`src/hdl/xtad_pkg.sv`:
```
package xtad_pkg;
	// Register byte offsets
	localparam logic [4:0] OFS_INSTR = 5'h00;
	localparam logic [4:0] OFS_OPA = 5'h04;
	localparam logic [4:0] OFS_OPB = 5'h08;
	localparam logic [4:0] OFS_FLAGS = 5'h0C;
	localparam logic [4:0] OFS_STATUS = 5'h10;
	localparam logic [4:0] OFS_RESULT = 5'h14;
	localparam logic [4:0] OFS_SEG = 5'h18;
	localparam logic [15:0] FLAGS_RST = 16'h0000;
	// Flag word bit positions
	localparam int FL_C = 0;
	localparam int FL_P = 2;
	localparam int FL_A = 4;
	localparam int FL_Z = 6;
	localparam int FL_S = 7;
	localparam int FL_O = 11;
	// INSTR register fields
	localparam int INSTR_ODD = 16;
	// Opcodes
	localparam logic [7:0] OP_OFFS_LOAD = 8'h8D;
	localparam logic [7:0] OP_FAR_DS = 8'hC5;
	localparam logic [7:0] OP_FAR_ES = 8'hC4;
	localparam logic [7:0] OP_FL_STORE = 8'h9C;
	localparam logic [7:0] OP_FL_RESTORE = 8'h9D;
	localparam logic [7:0] OP_UBCD = 8'h37;
	localparam logic [7:0] OP_PBCD = 8'h27;
	localparam logic [5:0] PFX_ADD_RM = 6'h00;
	localparam logic [5:0] PFX_ADC_RM = 6'h04;
	localparam logic [5:0] PFX_SUB_RM = 6'h0A;
	localparam logic [5:0] PFX_IMM = 6'h20;
	localparam logic [6:0] PFX_ADD_ACC = 7'h02;
	localparam logic [6:0] PFX_ADC_ACC = 7'h0A;
	localparam logic [6:0] PFX_SUB_ACC = 7'h16;
	localparam logic [6:0] PFX_INC_RM = 7'h7F;
	localparam logic [4:0] PFX_INC_REG = 5'h08;
	localparam logic [2:0] MID_ADD = 3'h0;
	localparam logic [2:0] MID_ADC = 3'h2;
	localparam logic [2:0] MID_SUB = 3'h5;
	localparam logic [2:0] MID_INC = 3'h0;
	localparam logic [1:0] MOD_REG = 2'h3;
	// Base clocks per form
	localparam logic [7:0] CLK_OFFS_LOAD = 8'h02;
	localparam logic [7:0] CLK_FAR = 8'h10;
	localparam logic [7:0] CLK_FL_STORE = 8'h0A;
	localparam logic [7:0] CLK_FL_RESTORE = 8'h08;
	localparam logic [7:0] CLK_RR = 8'h03;
	localparam logic [7:0] CLK_M2R = 8'h09;
	localparam logic [7:0] CLK_R2M = 8'h10;
	localparam logic [7:0] CLK_IMM_REG = 8'h04;
	localparam logic [7:0] CLK_IMM_MEM = 8'h11;
	localparam logic [7:0] CLK_ACC = 8'h04;
	localparam logic [7:0] CLK_INC_REG = 8'h02;
	localparam logic [7:0] CLK_INC_MEM = 8'h0F;
	localparam logic [7:0] CLK_BCD = 8'h04;
	localparam logic [7:0] CLK_ODD_WORD = 8'h04;
	// Operand-offset clocks
	localparam logic [7:0] EA_DIRECT = 8'h06;
	localparam logic [7:0] EA_BASE = 8'h05;
	localparam logic [7:0] EA_BASE_DISP = 8'h09;
	localparam logic [7:0] EA_BI_FAST = 8'h07;
	localparam logic [7:0] EA_BI_SLOW = 8'h08;
	localparam logic [7:0] EA_BI_FAST_DISP = 8'h0B;
	localparam logic [7:0] EA_BI_SLOW_DISP = 8'h0C;
	localparam logic [3:0] BCD_NINE = 4'h9;
	localparam logic [7:0] BCD_LOW_FIX = 8'h06;
	localparam logic [7:0] BCD_HIGH_FIX = 8'h60;
	localparam logic [7:0] BCD_HIGH_LIM = 8'h99;

	typedef enum logic [4:0] {
		CL_NONE, CL_OFFS_LOAD, CL_FAR_DS, CL_FAR_ES, CL_FL_STORE, CL_FL_RESTORE,
		CL_ADD, CL_ADC, CL_SUB, CL_INC, CL_UBCD, CL_PBCD
	} xtad_class_t;

	typedef enum logic [1:0] {
		ST_IDLE = 2'b01,
		ST_BUSY = 2'b10
	} xtad_state_t;
endpackage

```
`src/hdl/xtad_ea_time.sv`:
```
`timescale 1ns/1ps
module xtad_ea_time (
	input wire logic [7:0] i_modrm,
	output logic [7:0] o_ea_clk,
	output logic [1:0] o_disp_bytes,
	output logic o_is_reg
);
	logic [1:0] mode;
	logic [2:0] sel;
	logic slow;
	logic pair;
	assign mode = i_modrm[7:6];
	assign sel = i_modrm[2:0];
	assign pair = ~sel[2];
	assign slow = sel[1] ^ sel[0];

	always_comb
	begin
		o_is_reg = 1'b0;
		o_disp_bytes = 2'h0;
		o_ea_clk = 8'h00;
		unique case (mode)
			2'h0:
			begin
				if (sel == 3'h6)
				begin
					o_disp_bytes = 2'h2;
					o_ea_clk = xtad_pkg::EA_DIRECT;
				end
				else
				begin
					o_ea_clk = pair ? (slow ? xtad_pkg::EA_BI_SLOW : xtad_pkg::EA_BI_FAST)
						: xtad_pkg::EA_BASE;
				end
			end
			2'h1, 2'h2:
			begin
				o_disp_bytes = (mode == 2'h1) ? 2'h1 : 2'h2;
				o_ea_clk = pair ? (slow ? xtad_pkg::EA_BI_SLOW_DISP : xtad_pkg::EA_BI_FAST_DISP)
					: xtad_pkg::EA_BASE_DISP;
			end
			2'h3:
				o_is_reg = 1'b1;
		endcase
	end
endmodule

```
`src/hdl/xtad_decode.sv`:
```
// Decided for this implementation: register access over Avalon-MM and the register offsets.
`timescale 1ns/1ps
module xtad_decode #(
	parameter int DATA_W = 16
) (
	input wire logic i_ref_clk,
	input wire logic i_nrst,
	input wire logic [4:0] i_address,
	input wire logic i_read,
	input wire logic i_write,
	input wire logic [31:0] i_writedata,
	input wire logic [3:0] i_byteenable,
	output logic [31:0] o_readdata,
	output logic o_waitrequest,
	output logic o_busy
);
	typedef struct packed {
		logic [DATA_W:0] sum;
		logic c;
		logic a;
		logic o;
	} xtad_alu_t;

	typedef struct packed {
		xtad_pkg::xtad_class_t cls;
		logic wide;
		logic dir;
		logic mem;
		logic legal;
		logic [1:0] data_bytes;
		logic [7:0] clk;
	} xtad_dec_t;

	typedef struct packed {
		xtad_pkg::xtad_state_t fsm;
		logic bus_wait;
		logic [31:0] rdata;
		logic [16:0] instr;
		logic [DATA_W-1:0] opa;
		logic [DATA_W-1:0] opb;
		logic [DATA_W-1:0] flags;
		logic [DATA_W-1:0] result;
		logic [DATA_W-1:0] seg;
		logic seg_extra;
		xtad_dec_t dec;
		logic [7:0] cnt;
		logic [DATA_W-1:0] pend_res;
		logic [DATA_W-1:0] pend_flags;
		logic done;
		logic refused;
	} xtad_st_t;

	xtad_st_t st;
	xtad_st_t next_st;
	logic [7:0] ea_clk;
	logic [1:0] disp_bytes;
	logic is_reg;

	xtad_ea_time u_ea (
		.i_modrm(i_writedata[15:8]),
		.o_ea_clk(ea_clk),
		.o_disp_bytes(disp_bytes),
		.o_is_reg(is_reg)
	);

	function automatic logic [31:0] merge(input logic [31:0] old, input logic [31:0] nw,
		input logic [3:0] be);
		logic [31:0] r;
		r = old;
		for (int i = 0; i < 4; i++)
		begin
			if (be[i])
				r[8*i +: 8] = nw[8*i +: 8];
		end
		return r;
	endfunction

	// Add or subtract with carry, byte or word
	function automatic xtad_alu_t arith(input logic [DATA_W-1:0] a, input logic [DATA_W-1:0] b,
		input logic cin, input logic sub, input logic wide);
		xtad_alu_t r;
		logic [DATA_W-1:0] bb;
		logic ci;
		bb = sub ? ~b : b;
		ci = sub ? ~cin : cin;
		r.sum = {1'b0, a} + {1'b0, bb} + {{DATA_W{1'b0}}, ci};
		if (wide)
		begin
			r.c = r.sum[DATA_W] ^ sub;
			r.o = (a[DATA_W-1] == bb[DATA_W-1]) && (r.sum[DATA_W-1] != a[DATA_W-1]);
		end
		else
		begin
			r.c = (a[8] ^ bb[8] ^ r.sum[8]) ^ sub;
			r.o = (a[7] == bb[7]) && (r.sum[7] != a[7]);
			r.sum[DATA_W:8] = '0;
		end
		r.a = a[4] ^ b[4] ^ r.sum[4];
		return r;
	endfunction

	// Sign, zero and parity into a flag word
	function automatic logic [DATA_W-1:0] szp(input logic [DATA_W-1:0] f,
		input logic [DATA_W-1:0] res, input logic wide);
		logic [DATA_W-1:0] r;
		r = f;
		r[xtad_pkg::FL_S] = wide ? res[DATA_W-1] : res[7];
		r[xtad_pkg::FL_Z] = wide ? (res == '0) : (res[7:0] == 8'h00);
		r[xtad_pkg::FL_P] = ~^res[7:0];
		return r;
	endfunction

	function automatic xtad_dec_t decode(input logic [7:0] op, input logic [7:0] modrm,
		input logic [7:0] ea, input logic reg_form, input logic odd);
		xtad_dec_t d;
		logic [7:0] mem_ea;
		d.cls = xtad_pkg::CL_NONE;
		d.wide = op[0];
		d.dir = op[1];
		d.mem = ~reg_form;
		d.legal = 1'b1;
		d.data_bytes = 2'h0;
		d.clk = 8'h00;
		mem_ea = ea + ((op[0] && odd) ? xtad_pkg::CLK_ODD_WORD : 8'h00);
		if (op == xtad_pkg::OP_OFFS_LOAD)
		begin
			d.cls = xtad_pkg::CL_OFFS_LOAD;
			d.wide = 1'b1;
			d.clk = xtad_pkg::CLK_OFFS_LOAD + ea;
		end
		else if (op == xtad_pkg::OP_FAR_DS || op == xtad_pkg::OP_FAR_ES)
		begin
			d.cls = op[0] ? xtad_pkg::CL_FAR_DS : xtad_pkg::CL_FAR_ES;
			d.wide = 1'b1;
			d.clk = xtad_pkg::CLK_FAR + ea + ((odd && !reg_form) ? xtad_pkg::CLK_ODD_WORD : 8'h00);
		end
		else if (op == xtad_pkg::OP_FL_STORE || op == xtad_pkg::OP_FL_RESTORE)
		begin
			d.cls = op[0] ? xtad_pkg::CL_FL_RESTORE : xtad_pkg::CL_FL_STORE;
			d.wide = 1'b1;
			d.mem = 1'b0;
			d.clk = op[0] ? xtad_pkg::CLK_FL_RESTORE : xtad_pkg::CLK_FL_STORE;
		end
		else if (op == xtad_pkg::OP_UBCD || op == xtad_pkg::OP_PBCD)
		begin
			d.cls = (op == xtad_pkg::OP_UBCD) ? xtad_pkg::CL_UBCD : xtad_pkg::CL_PBCD;
			d.wide = 1'b0;
			d.mem = 1'b0;
			d.clk = xtad_pkg::CLK_BCD;
		end
		else if (op[7:2] == xtad_pkg::PFX_ADD_RM || op[7:2] == xtad_pkg::PFX_ADC_RM
			|| op[7:2] == xtad_pkg::PFX_SUB_RM)
		begin
			d.cls = (op[7:2] == xtad_pkg::PFX_ADD_RM) ? xtad_pkg::CL_ADD
				: (op[7:2] == xtad_pkg::PFX_ADC_RM) ? xtad_pkg::CL_ADC : xtad_pkg::CL_SUB;
			d.clk = reg_form ? xtad_pkg::CLK_RR
				: (op[1] ? xtad_pkg::CLK_M2R : xtad_pkg::CLK_R2M) + mem_ea;
		end
		else if (op[7:2] == xtad_pkg::PFX_IMM)
		begin
			d.dir = 1'b0;
			d.data_bytes = (op[1:0] == 2'h1) ? 2'h2 : 2'h1;
			unique case (modrm[5:3])
				xtad_pkg::MID_ADD: d.cls = xtad_pkg::CL_ADD;
				xtad_pkg::MID_ADC: d.cls = xtad_pkg::CL_ADC;
				xtad_pkg::MID_SUB: d.cls = xtad_pkg::CL_SUB;
				default: d.legal = 1'b0;
			endcase
			d.clk = reg_form ? xtad_pkg::CLK_IMM_REG : xtad_pkg::CLK_IMM_MEM + mem_ea;
		end
		else if (op[7:1] == xtad_pkg::PFX_ADD_ACC || op[7:1] == xtad_pkg::PFX_ADC_ACC
			|| op[7:1] == xtad_pkg::PFX_SUB_ACC)
		begin
			d.cls = (op[7:1] == xtad_pkg::PFX_ADD_ACC) ? xtad_pkg::CL_ADD
				: (op[7:1] == xtad_pkg::PFX_ADC_ACC) ? xtad_pkg::CL_ADC : xtad_pkg::CL_SUB;
			d.mem = 1'b0;
			d.dir = 1'b1;
			d.data_bytes = op[0] ? 2'h2 : 2'h1;
			d.clk = xtad_pkg::CLK_ACC;
		end
		else if (op[7:1] == xtad_pkg::PFX_INC_RM && modrm[5:3] == xtad_pkg::MID_INC)
		begin
			d.cls = xtad_pkg::CL_INC;
			d.clk = reg_form ? xtad_pkg::CLK_INC_REG : xtad_pkg::CLK_INC_MEM + mem_ea;
		end
		else if (op[7:3] == xtad_pkg::PFX_INC_REG)
		begin
			d.cls = xtad_pkg::CL_INC;
			d.wide = 1'b1;
			d.mem = 1'b0;
			d.clk = xtad_pkg::CLK_INC_REG;
		end
		else
			d.legal = 1'b0;
		if (!d.legal)
		begin
			d.cls = xtad_pkg::CL_NONE;
			d.clk = 8'h01;
		end
		return d;
	endfunction

	always_comb
	begin
		xtad_dec_t d;
		xtad_alu_t r;
		logic [DATA_W-1:0] b;
		logic [DATA_W-1:0] f;
		logic [7:0] lo;
		logic [7:0] hi;
		logic fa;
		logic fc;
		next_st = st;
		next_st.done = 1'b0;
		d = decode(i_writedata[7:0], i_writedata[15:8], ea_clk, is_reg,
			i_writedata[xtad_pkg::INSTR_ODD]);
		b = st.opb;
		if (st.dec.data_bytes != 2'h0 && !st.dec.wide)
			b = {{(DATA_W-8){1'b0}}, st.opb[7:0]};
		else if (st.dec.data_bytes == 2'h1 && st.dec.wide)
			b = {{(DATA_W-8){st.opb[7]}}, st.opb[7:0]};
		unique case (st.dec.cls)
			xtad_pkg::CL_ADC: r = arith(st.opa, b, st.flags[xtad_pkg::FL_C], 1'b0, st.dec.wide);
			xtad_pkg::CL_SUB: r = arith(st.opa, b, 1'b0, 1'b1, st.dec.wide);
			xtad_pkg::CL_INC: r = arith(st.opa, {{(DATA_W-1){1'b0}}, 1'b1}, 1'b0, 1'b0,
				st.dec.wide);
			default: r = arith(st.opa, b, 1'b0, 1'b0, st.dec.wide);
		endcase
		f = szp(st.flags, r.sum[DATA_W-1:0], st.dec.wide);
		f[xtad_pkg::FL_C] = r.c;
		f[xtad_pkg::FL_A] = r.a;
		f[xtad_pkg::FL_O] = r.o;
		lo = st.opa[7:0];
		hi = st.opa[15:8];
		fa = (lo[3:0] > xtad_pkg::BCD_NINE) || st.flags[xtad_pkg::FL_A];
		fc = 1'b0;

		// Bus slave: one wait cycle, then answer
		if ((i_read || i_write) && st.bus_wait)
		begin
			next_st.bus_wait = 1'b0;
			unique case (i_address)
				xtad_pkg::OFS_INSTR: next_st.rdata = {15'h0000, st.instr};
				xtad_pkg::OFS_OPA: next_st.rdata = 32'(st.opa);
				xtad_pkg::OFS_OPB: next_st.rdata = 32'(st.opb);
				xtad_pkg::OFS_FLAGS: next_st.rdata = 32'(st.flags);
				xtad_pkg::OFS_STATUS: next_st.rdata = {st.dec.clk, 3'h0, st.dec.cls,
					6'h00, st.dec.data_bytes, st.seg_extra, st.dec.dir, st.dec.mem,
					st.dec.wide, st.refused, ~st.dec.legal, st.done, st.fsm == xtad_pkg::ST_BUSY};
				xtad_pkg::OFS_RESULT: next_st.rdata = 32'(st.result);
				xtad_pkg::OFS_SEG: next_st.rdata = 32'(st.seg);
				default: next_st.rdata = 32'h00000000;
			endcase
		end
		else
			next_st.bus_wait = 1'b1;

		if (i_write && !st.bus_wait)
		begin
			unique case (i_address)
				xtad_pkg::OFS_INSTR:
				begin
					if (st.fsm == xtad_pkg::ST_BUSY)
						next_st.refused = 1'b1;
					else if (i_byteenable[0])
					begin
						next_st.instr = 17'(merge(32'(st.instr), i_writedata, i_byteenable));
						next_st.dec = d;
						next_st.cnt = d.clk;
						next_st.refused = 1'b0;
						next_st.fsm = xtad_pkg::ST_BUSY;
					end
				end
				xtad_pkg::OFS_OPA: next_st.opa = DATA_W'(merge(32'(st.opa), i_writedata, i_byteenable));
				xtad_pkg::OFS_OPB: next_st.opb = DATA_W'(merge(32'(st.opb), i_writedata, i_byteenable));
				xtad_pkg::OFS_FLAGS:
					if (st.fsm == xtad_pkg::ST_IDLE)
						next_st.flags = DATA_W'(merge(32'(st.flags), i_writedata, i_byteenable));
				default:
				begin
				end
			endcase
		end

		// Outcome committed when the count expires
		next_st.pend_res = r.sum[DATA_W-1:0];
		next_st.pend_flags = st.flags;
		unique case (st.dec.cls)
			xtad_pkg::CL_ADD, xtad_pkg::CL_ADC, xtad_pkg::CL_SUB, xtad_pkg::CL_INC:
				next_st.pend_flags = f;
			// offset and far-pointer word to register
			xtad_pkg::CL_OFFS_LOAD, xtad_pkg::CL_FAR_DS, xtad_pkg::CL_FAR_ES:
				next_st.pend_res = st.opb;
			xtad_pkg::CL_FL_STORE: next_st.pend_res = st.flags;
			xtad_pkg::CL_FL_RESTORE:
			begin
				next_st.pend_res = st.opb;
				next_st.pend_flags = st.opb;
			end
			xtad_pkg::CL_UBCD:
			begin
				if (fa)
				begin
					lo = lo + xtad_pkg::BCD_LOW_FIX;
					hi = hi + 8'h01;
				end
				next_st.pend_res = DATA_W'({hi, 4'h0, lo[3:0]});
				next_st.pend_flags[xtad_pkg::FL_A] = fa;
				next_st.pend_flags[xtad_pkg::FL_C] = fa;
			end
			xtad_pkg::CL_PBCD:
			begin
				fc = (lo > xtad_pkg::BCD_HIGH_LIM) || st.flags[xtad_pkg::FL_C];
				if (fa)
					lo = lo + xtad_pkg::BCD_LOW_FIX;
				if (fc)
					lo = lo + xtad_pkg::BCD_HIGH_FIX;
				next_st.pend_res = DATA_W'({hi, lo});
				next_st.pend_flags = szp(st.flags, DATA_W'(lo), 1'b0);
				next_st.pend_flags[xtad_pkg::FL_A] = fa;
				next_st.pend_flags[xtad_pkg::FL_C] = fc;
			end
			default:
			begin
			end
		endcase

		if (st.fsm == xtad_pkg::ST_BUSY)
		begin
			next_st.cnt = st.cnt - 8'h01;
			if (st.cnt == 8'h01)
			begin
				next_st.fsm = xtad_pkg::ST_IDLE;
				next_st.done = 1'b1;
				if (st.dec.legal)
				begin
					next_st.result = next_st.pend_res;
					next_st.flags = next_st.pend_flags;
				end
				if (st.dec.cls == xtad_pkg::CL_FAR_DS || st.dec.cls == xtad_pkg::CL_FAR_ES)
				begin
					next_st.seg = st.opa;
					next_st.seg_extra = (st.dec.cls == xtad_pkg::CL_FAR_ES);
				end
			end
		end
	end

	always_ff @(posedge i_ref_clk)
	begin
		if (!i_nrst)
		begin
			st <= '0;
			st.fsm <= xtad_pkg::ST_IDLE;
			st.bus_wait <= 1'b1;
			st.flags <= xtad_pkg::FLAGS_RST;
			st.dec.cls <= xtad_pkg::CL_NONE;
		end
		else
			st <= next_st;
	end

	assign o_readdata = st.rdata;
	assign o_waitrequest = st.bus_wait;
	assign o_busy = st.fsm[1];
endmodule

```
`config.mk`:
```
export PLATFORM = sky130hd
export DESIGN_NAME = xtad_decode
export DESIGN_NICKNAME = d
export VERILOG_FILES = /design/src/hdl/xtad_pkg.sv /design/src/hdl/xtad_ea_time.sv /design/src/hdl/xtad_decode.sv
export SDC_FILE = /design/constraint.sdc
export NUM_CORES = 1
export LEC_CHECK = 0
export BUFFER_PORTS_ARGS = -buffer_cell sky130_fd_sc_hd__buf_2
export CAP_MARGIN = 0
export CORE_AREA = 10 10 158 160
export DETAILED_ROUTE_END_ITERATION = 10
export DIE_AREA = 0 0 168 170
export PLACE_DENSITY_LB_ADDON = 0.3
export SLEW_MARGIN = 0
export SYNTH_ARGS = -nofsm -noshare
export SYNTH_HDL_FRONTEND = slang
export SYNTH_SLANG_ARGS = --single-unit
```
`constraint.sdc`:
```
create_clock -name i_ref_clk -period 11.2 [get_ports i_ref_clk]
set_clock_uncertainty 0.1 [all_clocks]
set_input_delay 1.68 -clock i_ref_clk [delete_from_list [all_inputs] [get_ports i_ref_clk]]
set_output_delay 1.68 -clock i_ref_clk [all_outputs]
set_load 0.005 [all_outputs]
```
### Yosys cells after proc, flatten, opt, wreduce, memory -nomap -nowiden

Cells that the tools add are included.

* add/sub/neg operators: 16
* order comparisons: 2
* eq/ne operators: 62
* mux-type cells: 117
* bitwise gates (word level): 20
* reduce and logical (&&, ||, !) cells: 61

Operator list (count)
* 8-bit 2-to-1 mux: 29
* 32-bit one-hot mux with 7 select lines: 1
* 49-bit 2-to-1 mux: 2
* 16-bit 2-to-1 mux: 5
* 16-bit one-hot mux with 4 select lines: 1
* 19-bit one-hot mux with 3 select lines: 1
* 8-bit == test (second input constant): 5
* 4-bit 2-to-1 mux: 9
* 5-bit by 4-bit == test with 1-bit output (second input constant): 7
* 5-bit 2-to-1 mux: 7
* 16-bit by 16-bit adder with 17-bit output: 2
* 1-bit 2-to-1 mux: 33
* 11-bit one-hot mux with 3 select lines: 1
* 32-bit 2-to-1 mux: 1
* 3-bit AND reduction: 9
* 5-bit by 3-bit == test with 1-bit output (second input constant): 5
* 2-bit 2-to-1 mux: 12
* 6-bit 2-to-1 mux: 3
* 16-bit by 1-bit adder with 17-bit output (second input constant): 1
* 17-bit by 1-bit adder with 17-bit output: 1
* 17-bit by 1-bit adder with 17-bit output (second input constant): 1
* 17-bit 2-to-1 mux: 1
* 5-bit by 8-bit adder with 8-bit output (first input constant): 2
* 8-bit by 3-bit adder with 8-bit output: 2
* 60 further kinds: 137

* register bits after elaboration: 162

### Logic depth before layout (Yosys ltp)

* depth in word-level cells: 21
* mapped depth: 18
* gate-level depth less buffers: 18

### Modules after synthesis

A second synthesis with hierarchy kept.

* cell total of the unflattened synthesis: 1691
* area total of the unflattened synthesis: 12618.4 um^2

By module, submodules not included
* xtad_decode: instances 1, cells each 1664, area each 12436.9 um^2, seq. area each 3143.0 um^2
* xtad_ea_time: instances 1, cells each 27, area each 181.4 um^2, seq. area each 0.0 um^2

### Worst setup path before layout

Ideal clock, no wire load.

* kind: register to register
* start point: register st[55] (netlist name)
* end point: register st[100] (netlist name)
* library setup time: 0.087 ns
* arrival: 4.336 ns
* data required time: 11.013 ns
* slack: 6.677 ns
* cell stages (with the launch flop): 19
* buffers on the path: 2
* path through: dfxtp_1 clkbuf_1 clkinv_1 nor3_1 a21oi_1 nor2_1 a21oi_1 ha_1 buf_2 inv_1 o311a_1 o211a_1 o31a_1 or3_4 a31o_1 a221oi_2 nand3_1 or4b_1 o31ai_1

* cells in the longest elaborated chain, start to end: 14
* elaborated cells on any way between the ends: 22

RTL lines
* start: declaration: RTL line xtad_decode.sv:53 `xtad_st_t st;`
* start signal: assignment: RTL line xtad_decode.sv:360 `st <= next_st;`
* 1-bit logical AND or 1-bit zero test (tied branches): RTL line xtad_decode.sv:220, xtad_decode.sv:218
* 16-bit 2-to-1 mux or 1-bit logical AND (tied branches): RTL line xtad_decode.sv:220, xtad_decode.sv:218
* 16-bit 2-to-1 mux: RTL line xtad_decode.sv:218 `if (st.dec.data_bytes != 2'h0 && !st.dec.wide)`
* 16-bit inverter
* 16-bit by 16-bit adder with 17-bit output: RTL line xtad_decode.sv:86 `r.sum = {1'b0, a} + {1'b0, bb} + {{DATA_W{1'b0}}, ci};`
* 17-bit by 1-bit adder with 17-bit output: RTL line xtad_decode.sv:86
* 8-bit 2-to-1 mux: RTL line xtad_decode.sv:87 `if (wide)`
* 19-bit one-hot mux with 3 select lines: RTL line xtad_decode.sv:222 `unique case (st.dec.cls)`
* 16-bit zero test: RTL line xtad_decode.sv:108 `r[xtad_pkg::FL_Z] = wide ? (res == '0) : (res[7:0] == 8'h00);`
* 1-bit 2-to-1 mux *: RTL line xtad_decode.sv:108
* 11-bit one-hot mux with 3 select lines *: RTL line xtad_decode.sv:288 `unique case (st.dec.cls)`
* 32-bit 2-to-1 mux *: RTL line xtad_decode.sv:335 `if (st.dec.legal)`
* 49-bit 2-to-1 mux *: RTL line xtad_decode.sv:331 `if (st.cnt == 8'h01)`
* 49-bit 2-to-1 mux *: RTL line xtad_decode.sv:328 `if (st.fsm == xtad_pkg::ST_BUSY)`

Mark *: on every way between the ends. The rest lies on a longest branch, timed or not. The select of a mux whose other input is x is not followed.
A chain may end at the register's enable or synchronous reset.

### Worst setup path in the final report

Ends and elaborated chain as after synthesis.

==> impl_metrics.tcl <==
set metrics [dict create \
    antenna_cells 0 \
    final_nets 1640 \
    die-area_um2 28600 \
    ys_seq_elements 153 \
    slew_headroom 0.184 \
    arrival_ns 6.28 \
    fin_crit_sh 0.540 \
    cts.sinks 153 \
    yosysTopAreaCell "dfxtp_1" \
    yosysMostFrequentCell "nand2_1" \
    yosysSeqAreaShare 0.260 \
    die_w_um 168 \
    clockRootBuffer "clkbuf_16" \
    gp_congestion 0.958 \
    cp_max_fo 16 \
    grt_max_degree 74 \
    initial_utilization 0.543 \
    synth_flop_cell "dfxtp_1" \
    fin_crit_ns 6.05 \
    die_h_um 170 \
    tns_ns 0 \
    power_density_nw_per_um2 100 \
    synth.distinct_cells 84 \
    htreeDepth 4 \
    cpMostUsedCell "a21oi_1" \
    vias 11900 \
    synth_edf_count 0 \
    worst_pin_slew_ns 1.22 \
    num_io_pins 79 \
    syn_area_um2 11800 \
    cap_violations 0 \
    r2r_end "st[100]" \
    vias_per_cell 6.54 \
    cts_buffers 17 \
    ant_nets 0 \
    clockBufferDepth 2 \
    coreArea_um2 21700 \
    worstPathRequired_ns 11.44 \
    cts_setup_buffers 0 \
    crit_type "flip-flop to flip-flop" \
    netlist_top_cells_count "170 x nand2_1, 166 x nor2_1, 153 x dfxtp_1" \
    wire_per_inst_um 21.2 \
    cts.repair.resized 0 \
    cp-end-kind "flip-flop" \
    area_growth_pct 6.82 \
    post-dp-hpwl_um 27900 \
    postSynth.asyncResetShare 0 \
    min-delay-start "o_readdata[26]" \
    final_area_um2 12600 \
    worstSetupPathDepth 16 \
    start_kind "flip-flop" \
    hold_viol 0 \
    whs_path_depth 2 \
    drt-total-wl_um 38500 \
    drt_first_pass_iters 6 \
    worst-path-buf-inv 1 \
    rows 54 \
    grt_overflow_total 0 \
    avgSynthCellArea_um2 7.54 \
    clkLatencyLatePin_ns 0.44 \
    holdBufCountCts 0 \
    clk_pin_slew_worst_paths_ns 0.06 \
    syn_inst 1562 \
    drive_above_1_share 0.0878 \
    fmax_mhz 165 \
    setup_violations 0 \
    r2r_slack_ns 5.15 \
    outcome "finished, final reports clean" \
    p_leak_nw 4.86 \
    antenna_found_initial 0 \
    grt_use_total 0.257 \
    crit_family "compound AO/OA/AOI/OAI gates" \
    yosys_warnings 0 \
    worstRegToRegCells 16 \
    portBuffers 56 \
    synth_top_area_share 0.260 \
    first_global_vias 10900 \
    hold_class "flip-flop to flip-flop" \
    drt_iter0_drc 1544 \
    synth.area.top_cells "dfxtp_1 26%, ha_1 7.2%, mux2i_1 6.9%" \
    slew_viol_final 0 \
    worst_path_largest_cell_delay_ns 0.85 \
    min_to "o_readdata[26]" \
    cts_tree "yes" \
    r2r-start "st[55]" \
    placed_cell_area_um2 11900 \
    rsz0062_at_grt "false" \
    cpMaxStageDelayCell "nor3_1" \
    path_cells "clkinv_1, nor3_1, a21oi_1, nor2_1, a21oi_1, ha_1, nor2b_1, o311ai_0, nor3_1, a211oi_1, xnor2_1, a21oi_1, a31o_2, nand3_1, or4b_1, o31ai_1" \
    drc 0 \
    ir_drop_mv 0.0752 \
    grt_pass1_wl_um 60200 \
]
## per-stage QoR
stage	setup slack, ns	std cells	utilization	power, mW	hold slack (ns)
after floorplan	6.68	1567	-	0.624	0.322
after detailed placement	5.47	1786	0.551	0.652	0.339
final	5.15	1817	0.580	1.26	0.346
after CTS	5.38	1817	0.580	1.26	0.350
after global routing	4.90	1817	0.580	1.29	0.362
after global placement	5.49	1786	0.551	0.651	0.337
## logic make-up (layout without fill, tap and decap cells)
family | after synthesis | in the layout | share of synthesized area
adders and majority gates | 70 | 70 | 0.0756
xor gates and xnor gates | 72 | 72 | 0.0535
AOI/OAI and AO/OA | 450 | 450 | 0.250
other | 1 | 6 | 0.000318
DFF | 153 | 153 | 0.260
muxes | 83 | 83 | 0.0707
and+or+nand+nor | 544 | 544 | 0.218
buffers and inverters | 189 | 159 | 0.0716
## worst max-delay path by stage
stage,from,to,slack [ns]
finish,st[55],st[100],5.15
floorplan,st[55],st[100],6.68
global placement,st[55],st[100],5.49
detailed placement,st[55],st[100],5.47
global route,st[55],st[100],4.90
CTS,st[55],st[100],5.38
## worst min-delay path, stage by stage, from the launching register on
cell and delay (ns):
dfxtp_1 0.30, nand2_1 0.05, a21oi_1 0.05
## layer usage
layer,GRT usage,up-vias,share of wire,routed length (µm)
li1,-,5555,-,-
met1,0.335,5670,0.43,16400
met2,0.415,566,0.46,17900
met3,0.0433,92,0.081,3130
met4,0.0969,0,0.030,1160
met5,0,-,0,0
## power breakdown
part / internal (mW) / switching (mW)
combinational: 0.0294 / 0.0656
sequential: 0.545 / 0.00202
clock: 0.380 / 0.242
## layout by cell type (no fill, tap or decap), types with 11 or more instances in the layout
| cell | n |
|---|---|
| a211oi_1 | 15 |
| o21ai_0 | 81 |
| nand2_1 | 170 |
| a22oi_1 | 22 |
| buf_2 | 56 |
| clkbuf_16 | 17 |
| inv_1 | 50 |
| nand3_1 | 51 |
| a21oi_1 | 143 |
| nor3_1 | 33 |
| ha_1 | 68 |
| nor2b_1 | 13 |
| a31oi_1 | 14 |
| o22ai_1 | 22 |
| o221ai_1 | 17 |
| mux2i_1 | 81 |
| a221oi_1 | 20 |
| dfxtp_1 | 153 |
| o211ai_1 | 11 |
| nor2_1 | 165 |
| xor2_1 | 26 |
| xnor2_1 | 46 |
| nand2b_1 | 16 |
| nand4_1 | 12 |
| buf_4 | 18 |
## area by class of cell
cell class                 count  area (µm²)
tap                          280         350
timing repair buffer          74         415
sequential                   153        3060
clock buffer                  18         439
inverter                      54         204
clock inverter                13         195
fill                        2042        9110
multi-input combinational   1225        7920
## sequential cells by signal (all words and copies together) (netlist names)
register / flops
o_readdata: 26
st: 125
o_waitrequest: 1
o_busy: 1
Power figures use the tool's default switching activity.
